[src/core/eidx_pkg.sv]
// Package for the encoder index event configuration block.
// Assumes a 10 MHz system clock and a plain strobe register port.
package eidx_pkg;

  // Register offsets (word index on the plain port).
  localparam logic [7:0]  EIDX_CFG_OFS       = 8'h07;
  localparam logic [7:0]  EIDX_RESET_VAL_OFS = 8'h10;
  localparam logic [7:0]  EIDX_POS_OFS       = 8'h11;
  localparam logic [7:0]  EIDX_LATCH_OFS     = 8'h12;
  localparam logic [7:0]  EIDX_STATUS_OFS    = 8'h13;

  // Reset values.
  localparam logic [31:0] EIDX_CFG_RST       = 32'h0000_0400;
  localparam logic [31:0] EIDX_ZERO32        = 32'h0000_0000;

  // Field positions in encoder_input_config.
  localparam int EIDX_B_DECIMAL   = 0;
  localparam int EIDX_B_CLEAR     = 1;
  localparam int EIDX_B_CONT      = 2;
  localparam int EIDX_B_ONCE      = 3;
  localparam int EIDX_B_POL       = 4;
  localparam int EIDX_B_SENS_LO   = 5;
  localparam int EIDX_B_A_LVL     = 7;
  localparam int EIDX_B_B_LVL     = 8;
  localparam int EIDX_B_IGNORE_AB = 9;
  localparam int EIDX_B_LATCH     = 10;

  // Index sensitivity modes.
  typedef enum logic [1:0] {
    EIDX_SENS_LEVEL = 2'h0,
    EIDX_SENS_RISE  = 2'h1,
    EIDX_SENS_FALL  = 2'h2,
    EIDX_SENS_BOTH  = 2'h3
  } eidx_sens_t;

  // Decoded view of the configuration register.
  typedef struct packed {
    logic       latch_en;
    logic       ignore_ab;
    logic       b_level;
    logic       a_level;
    eidx_sens_t index_sensitivity;
    logic       pol_high;
    logic       once;
    logic       cont;
    logic       clear_en;
    logic       decimal;
  } eidx_cfg_t;

  // Register bus request carrier.
  typedef struct packed {
    logic [7:0]  addr;
    logic [31:0] wdata;
    logic        wr;
    logic        rd;
  } eidx_req_t;

endpackage : eidx_pkg

[src/core/eidx_sync.sv]
// Two-flop synchroniser bank for the encoder A, B and index pins.
// Assumes inputs may be asynchronous to clk_i.
`timescale 1ns/1ps
module eidx_sync
  import eidx_pkg::*;
#(
  parameter int WIDTH = 3
)(
  // Clock and reset.
  input  wire logic             clk_i,
  input  wire logic             reset_n_i,
  // Pins in, synchronised out.
  input  wire logic [WIDTH-1:0] async_i,
  output logic      [WIDTH-1:0] sync_o
);

  logic [WIDTH-1:0] meta_r;
  logic [WIDTH-1:0] meta_nxt;
  logic [WIDTH-1:0] sync_r;
  logic [WIDTH-1:0] sync_nxt;

  // The first stage feeds only the second stage.
  always_comb
  begin
    meta_nxt = async_i;
    sync_nxt = meta_r;
  end

  // Register both stages per bit.
  genvar g;
  generate
    for (g = 0; g < WIDTH; g++)
    begin : g_bit
      always_ff @(posedge clk_i)
      begin
        if (!reset_n_i)
        begin
          meta_r[g] <= 1'b0;
          sync_r[g] <= 1'b0;
        end
        else
        begin
          meta_r[g] <= meta_nxt[g];
          sync_r[g] <= sync_nxt[g];
        end
      end
    end
  endgenerate

  assign sync_o = sync_r;

endmodule // eidx_sync

[src/core/eidx_top.sv]
// Index channel configuration and qualification for an ABN encoder input.
// Assumes a 10 MHz clock, synchronous active-low reset and a strobe register port.
//
// Added by the designer: the plain strobed port.
`timescale 1ns/1ps
module eidx_top
  import eidx_pkg::*;
#(
  parameter int POS_W = 32
)(
  // Clock and reset.
  input  wire logic             clk_i,
  input  wire logic             reset_n_i,
  // Register port.
  input  wire logic [7:0]       addr_i,
  input  wire logic [31:0]      wdata_i,
  input  wire logic             wr_i,
  input  wire logic             rd_i,
  output logic      [31:0]      rdata_o,
  // Encoder pins.
  input  wire logic             enc_a_i,
  input  wire logic             enc_b_i,
  input  wire logic             enc_n_i,
  // Position counter interface.
  input  wire logic [POS_W-1:0] enc_pos_i,
  output logic                  pos_load_o,
  output logic      [POS_W-1:0] pos_load_val_o,
  output logic                  index_event_o,
  output logic                  decimal_mode_o
);

  eidx_req_t        req;
  eidx_cfg_t        cfg;
  logic [2:0]       pins_sync;
  logic             a_s;
  logic             b_s;
  logic             n_s;

  logic [31:0]      cfg_r;
  logic [31:0]      cfg_nxt;
  logic [POS_W-1:0] rst_val_r;
  logic [POS_W-1:0] rst_val_nxt;
  logic [POS_W-1:0] latch_r;
  logic [POS_W-1:0] latch_nxt;
  logic [31:0]      rdata_r;
  logic [31:0]      rdata_nxt;
  logic             n_prev_r;
  logic             n_prev_nxt;
  logic             load_r;
  logic             load_nxt;
  logic [POS_W-1:0] load_val_r;
  logic [POS_W-1:0] load_val_nxt;
  logic             evt_r;
  logic             evt_nxt;
  logic             dec_r;
  logic             dec_nxt;

  logic             n_active;
  logic             n_rise_act;
  logic             n_fall_act;
  logic             raw_evt;
  logic             ab_ok;
  logic             qual_evt;
  logic             act_evt;

  // Bundle the bus signals.
  assign req = '{addr: addr_i, wdata: wdata_i, wr: wr_i, rd: rd_i};

  // Pins cross into the clock domain before any decision is made.
  eidx_sync #(
    .WIDTH (3)
  ) u_sync (
    .clk_i     (clk_i),
    .reset_n_i (reset_n_i),
    .async_i   ({enc_n_i, enc_b_i, enc_a_i}),
    .sync_o    (pins_sync)
  );

  assign a_s = pins_sync[0];
  assign b_s = pins_sync[1];
  assign n_s = pins_sync[2];

  // Decode the configuration fields.
  always_comb
  begin
    cfg.decimal           = cfg_r[EIDX_B_DECIMAL];
    cfg.clear_en          = cfg_r[EIDX_B_CLEAR];
    cfg.cont              = cfg_r[EIDX_B_CONT];
    cfg.once              = cfg_r[EIDX_B_ONCE];
    cfg.pol_high          = cfg_r[EIDX_B_POL];
    cfg.index_sensitivity = eidx_sens_t'(cfg_r[EIDX_B_SENS_LO +: 2]);
    cfg.a_level           = cfg_r[EIDX_B_A_LVL];
    cfg.b_level           = cfg_r[EIDX_B_B_LVL];
    cfg.ignore_ab         = cfg_r[EIDX_B_IGNORE_AB];
    cfg.latch_en          = cfg_r[EIDX_B_LATCH];
  end

  // Index qualification. Level mode fires every cycle the index stays active.
  always_comb
  begin
    n_active   = (n_s == cfg.pol_high);
    n_rise_act = n_active && (n_prev_r != cfg.pol_high);
    n_fall_act = !n_active && (n_prev_r == cfg.pol_high);
    unique case (cfg.index_sensitivity)
      EIDX_SENS_LEVEL: raw_evt = n_active;
      EIDX_SENS_RISE:  raw_evt = n_rise_act;
      EIDX_SENS_FALL:  raw_evt = n_fall_act;
      EIDX_SENS_BOTH:  raw_evt = n_rise_act || n_fall_act;
    endcase
    ab_ok    = cfg.ignore_ab || ((a_s == cfg.a_level) && (b_s == cfg.b_level));
    qual_evt = raw_evt && ab_ok;
    act_evt  = qual_evt && (cfg.cont || cfg.once);
  end

  // Register file, one-shot self clear and latch capture.
  always_comb
  begin
    cfg_nxt     = cfg_r;
    rst_val_nxt = rst_val_r;
    latch_nxt   = latch_r;
    if (req.wr && (req.addr == EIDX_CFG_OFS))
    begin
      cfg_nxt = req.wdata;
    end
    if (req.wr && (req.addr == EIDX_RESET_VAL_OFS))
    begin
      rst_val_nxt = req.wdata[POS_W-1:0];
    end
    // The hardware clear wins over a simultaneous config write only while cont is clear; with cont set, the write wins.
    if (act_evt && cfg.once && !cfg.cont)
    begin
      cfg_nxt[EIDX_B_ONCE] = 1'b0;
    end
    else if (act_evt && cfg.once && !(req.wr && (req.addr == EIDX_CFG_OFS)))
    begin
      cfg_nxt[EIDX_B_ONCE] = 1'b0;
    end
    if (act_evt && cfg.latch_en)
    begin
      latch_nxt = enc_pos_i;
    end
  end

  // Outputs toward the position counter and read-back path.
  always_comb
  begin
    n_prev_nxt   = n_s;
    load_nxt     = act_evt && cfg.clear_en;
    load_val_nxt = rst_val_r;
    evt_nxt      = qual_evt;
    dec_nxt      = cfg.decimal;
    rdata_nxt    = EIDX_ZERO32;
    if (req.rd)
    begin
      unique case (req.addr)
        EIDX_CFG_OFS:       rdata_nxt = cfg_r;
        EIDX_RESET_VAL_OFS: rdata_nxt = 32'(rst_val_r);
        EIDX_POS_OFS:       rdata_nxt = 32'(enc_pos_i);
        EIDX_LATCH_OFS:     rdata_nxt = 32'(latch_r);
        EIDX_STATUS_OFS:    rdata_nxt = {29'h0, n_s, b_s, a_s};
        default:            rdata_nxt = EIDX_ZERO32;
      endcase
    end
  end

  // State registers.
  always_ff @(posedge clk_i)
  begin
    if (!reset_n_i)
    begin
      cfg_r      <= EIDX_CFG_RST;
      rst_val_r  <= '0;
      latch_r    <= '0;
      rdata_r    <= EIDX_ZERO32;
      n_prev_r   <= 1'b0;
      load_r     <= 1'b0;
      load_val_r <= '0;
      evt_r      <= 1'b0;
      dec_r      <= 1'b0;
    end
    else
    begin
      cfg_r      <= cfg_nxt;
      rst_val_r  <= rst_val_nxt;
      latch_r    <= latch_nxt;
      rdata_r    <= rdata_nxt;
      n_prev_r   <= n_prev_nxt;
      load_r     <= load_nxt;
      load_val_r <= load_val_nxt;
      evt_r      <= evt_nxt;
      dec_r      <= dec_nxt;
    end
  end

  assign rdata_o        = rdata_r;
  assign pos_load_o     = load_r;
  assign pos_load_val_o = load_val_r;
  assign index_event_o  = evt_r;
  assign decimal_mode_o = dec_r;
endmodule // eidx_top

[config.mk]
export PLATFORM = sky130hd
export DESIGN_NAME = eidx_top
export DESIGN_NICKNAME = d
export VERILOG_FILES = /design/src/core/eidx_pkg.sv /design/src/core/eidx_sync.sv /design/src/core/eidx_top.sv
export SDC_FILE = /design/constraint.sdc
export NUM_CORES = 1
export LEC_CHECK = 0
export ABC_CLOCK_PERIOD_IN_PS = 6400
export BUFFER_PORTS_ARGS = -buffer_cell sky130_fd_sc_hd__buf_2
export CORE_ASPECT_RATIO = 1.1
export CORE_MARGIN = 5
export CORE_UTILIZATION = 58
export DETAILED_ROUTE_END_ITERATION = 10
export PLACE_DENSITY = 0.95
export SYNTH_ARGS = -nofsm -noshare
export SYNTH_HDL_FRONTEND = slang
export SYNTH_SLANG_ARGS = --single-unit
export TNS_END_PERCENT = 20
[constraint.sdc]
create_clock -name clk_i -period 6.4 [get_ports clk_i]
set_input_delay 1.28 -clock clk_i [delete_from_list [all_inputs] [get_ports clk_i]]
set_output_delay 1.28 -clock clk_i [all_outputs]
set_load 0.05 [all_outputs]
==> results.yml <==
clocking:
  post-cts-setup-buffers: 0
  cts.path.max_buffers: 2
  postCtsHoldBufs: 0
  cts_tree: "yes"
  cts-buffers-inserted: 17
  cts_num_sinks: 170
  clock-root-buffer: "clkbuf_16"
  cts.repair.resized: 0
  clkTransAtPathRegs_ns: 0.06
  clk_latency_ns: 0.42
  htree_levels: 4
sta:
  setup_ws_ns: 3.29
  relSlewSlack_pct: 22.2
  finalSetupTns_ns: 0
  fin_crit_sh_pct: 48.6
  max_freq_mhz: 321
  hold_slack_ns: 0.435
  final-setup-viol-count: 0
  fin_crit_ns: 3.11
  worst_pin_slew_ns: 1.17
  hold_viol: 0
  rsz0062_at_grt: "false"
  skew_ns: 0.00910
  maxSlewViolCount: 0
worst_hold_path:
  min_path_type: "reg2reg"
  hold_depth: 1
global_routing:
  grt_pass1_vias: 5487
  grt_first_pass_wirelength_mm: 27.9
  grt_overflow: 0
  grt_start_max_net_pins: 138
  track_usage_pct: 25.6
  antenna_found_initial: 0
routing:
  antenna_left: 0
  routedWlPerCell_um: 17.7
  drt_wl_total_mm: 17.5
  drc: 0
  dr.first_iter.drc_count: 463
  drt_first_pass_iters: 5
  viasPerCell: 5.77
  vias: 5697
yosys:
  synth.top_cell.area_share_pct: 51.7
  ys_types: 34
  yosysSeqAreaShare_pct: 51.7
  synth_fp_nets: 798
  ys_ff_latch: 170
  synthFlopType: "dfxtp_1"
  yosys.cell_count.top_type: "nand2_1"
  syn_inst: 717
  synth_top_area_cell: "dfxtp_1"
  netlist_top_cells_count: "nand2_1, dfxtp_1, a21boi_0"
  synth_edf_count: 0
  avgSynthCellArea_um2: 9.19
  ys_warn_count: 0
  syn_area_um2: 6590
  async_reset_ff_share_pct: 0
  synth_area_leaders: "dfxtp_1, nand2_1, a21boi_0, mux2i_1, and2_1"
critical_path:
  crit_buf_inv: 1
  path_cells: "buf_2 > nor4_4 > and3_2 > a22oi_1 > a21oi_1"
  reg2reg_slack_ns: 4.08
  crit_path_start_kind: "primary input"
  critical-path-max-stage-delay_ns: 1.07
  critPathSlowestCell: "and3_2"
  path_delay_family: "simple AND/OR/NAND/NOR gates"
  cp.depth: 5
  worstPathMaxFanout: 61
  worstPathRequired_ns: 6.72
  path_class: "in2reg"
  critPathArrivalTime_ns: 3.43
  end_kind: "register"
  r2r_cells: 7
final_layout:
  drive_gt1_share_pct: 23.2
  antennaDiodeCount: 0
  regArea_um2: 3400
  nets: 911
  area.growth.synth_to_final_pct: 20.2
  fillerInstances: 767
  fin_cells: 988
  multi_input_comb_area_um2: 2920
pwr:
  ir_drop_v: 0.000158
  leakagePower_nw: 3.06
  pwr_density_cell_nw_per_um2: 278
die:
  die_y_um: 122
  die_area_um2: 13600
  core_um2: 11000
  die_x_um: 112
  rows: 40
  io_pins: 146
  start_util_pct: 59.8
place:
  dp.cells: 958
  dp_worst_setup_slack_ns: 2.94
  routabilityCongestion: 0.826
  hpwlAfterDp_mm: 11.2
  io_buffers: 145
run:
  max_cap_viol_count: 0
status:
  status: "completed"
## power by group
part           switching [mW]  total (mW)  internal [mW]
Sequential            0.00175        1.06           1.06
Combinational          0.0586      0.0982         0.0396
Clock                   0.409        1.04          0.630
## final timing paths
path / startpoint / to
setup / recovery: addr_i[5] / rdata_o[18]$_SDFF_PN0_
hold / removal: u_sync.meta_r[0]$_SDFF_PN0_ / u_sync.sync_o[0]$_SDFF_PN0_
setup reg to reg: cfg_r[4]$_SDFFE_PN0P_ / latch_r[0]$_SDFFE_PN0P_
hold reg to reg: u_sync.meta_r[0]$_SDFF_PN0_ / u_sync.sync_o[0]$_SDFF_PN0_
## cell usage in the layout (no fill, tap or decap), types with 2 or more instances in the layout
cell type and n:
a22o_1 29, nor2_1 4, inv_1 3, clkbuf_8 2, mux2i_1 32, nor4_4 2, dfxtp_1 170, buf_2 144
clkbuf_16 17, buf_4 11, clkinv_2 2, mux4_2 3, a21boi_0 58, xnor2_1 3, a21boi_1 4, a21oi_1 30
bufinv_16 3, nand2_1 187, nor2b_2 2, clkinvlp_4 5, a22oi_1 32, ha_1 2, nand3_1 34, and2_1 43
nor3_1 2, o21ai_0 2
## worst reg2reg max path, delay by kind of cell (launching register included)
kind	cells	cell delay (ns)
simple gates	2	0.46
flops	1	0.42
buf+inv	1	0.37
fa+ha+maj	1	0.26
compound gates	1	0.26
mux	1	0.24
xor+xnor	1	0.23
## flip-flops by register name, summed over array words and instances (netlist names)
name,cells
cfg_r,32
latch_r,32
load_val_nxt,32
pos_load_val_o,32
rdata_o,32
u_sync.meta_r,3
u_sync.sync_o,3
decimal_mode_o,1
index_event_o,1
n_prev_r,1
pos_load_o,1
## final cells by class
cell class              instances  area share, %
flip-flops and latches        170           43.0
multi-input cells             483           36.9
repair buffers                155           10.1
clock buffers                  19           5.72
well taps                     147           2.32
clock inverters                11           1.85
inverters                       3          0.142
## per-layer routing
layer	wire, um	track usage [%]
met3	1330	6.36
met2	8660	43.1
met1	6880	30.7
met5	0	0
met4	640	12.7
## kinds of logic after synthesis
logic type / synth area share [%]
AND/OR/NAND/NOR: 19.5
flip-flops: 51.7
AO/OA/AOI/OAI: 17.7
buffers and inverters: 4.37
multiplexers: 5.89
XOR/XNOR: 0.532
adder cells (fa/ha/maj): 0.380
## through the flow
stage / util (%) / power, mW / cell area, um^2
final: 71.9 / 2.20 / 7920
after global routing: 71.9 / 2.25 / 7920
after CTS: 71.9 / 2.20 / 7920
after detailed placement: 66.5 / 1.18 / 7320
after global placement: 66.5 / 1.18 / 7320
after floorplan: - / 1.14 / 6590
Power figures use the tool's default switching activity.
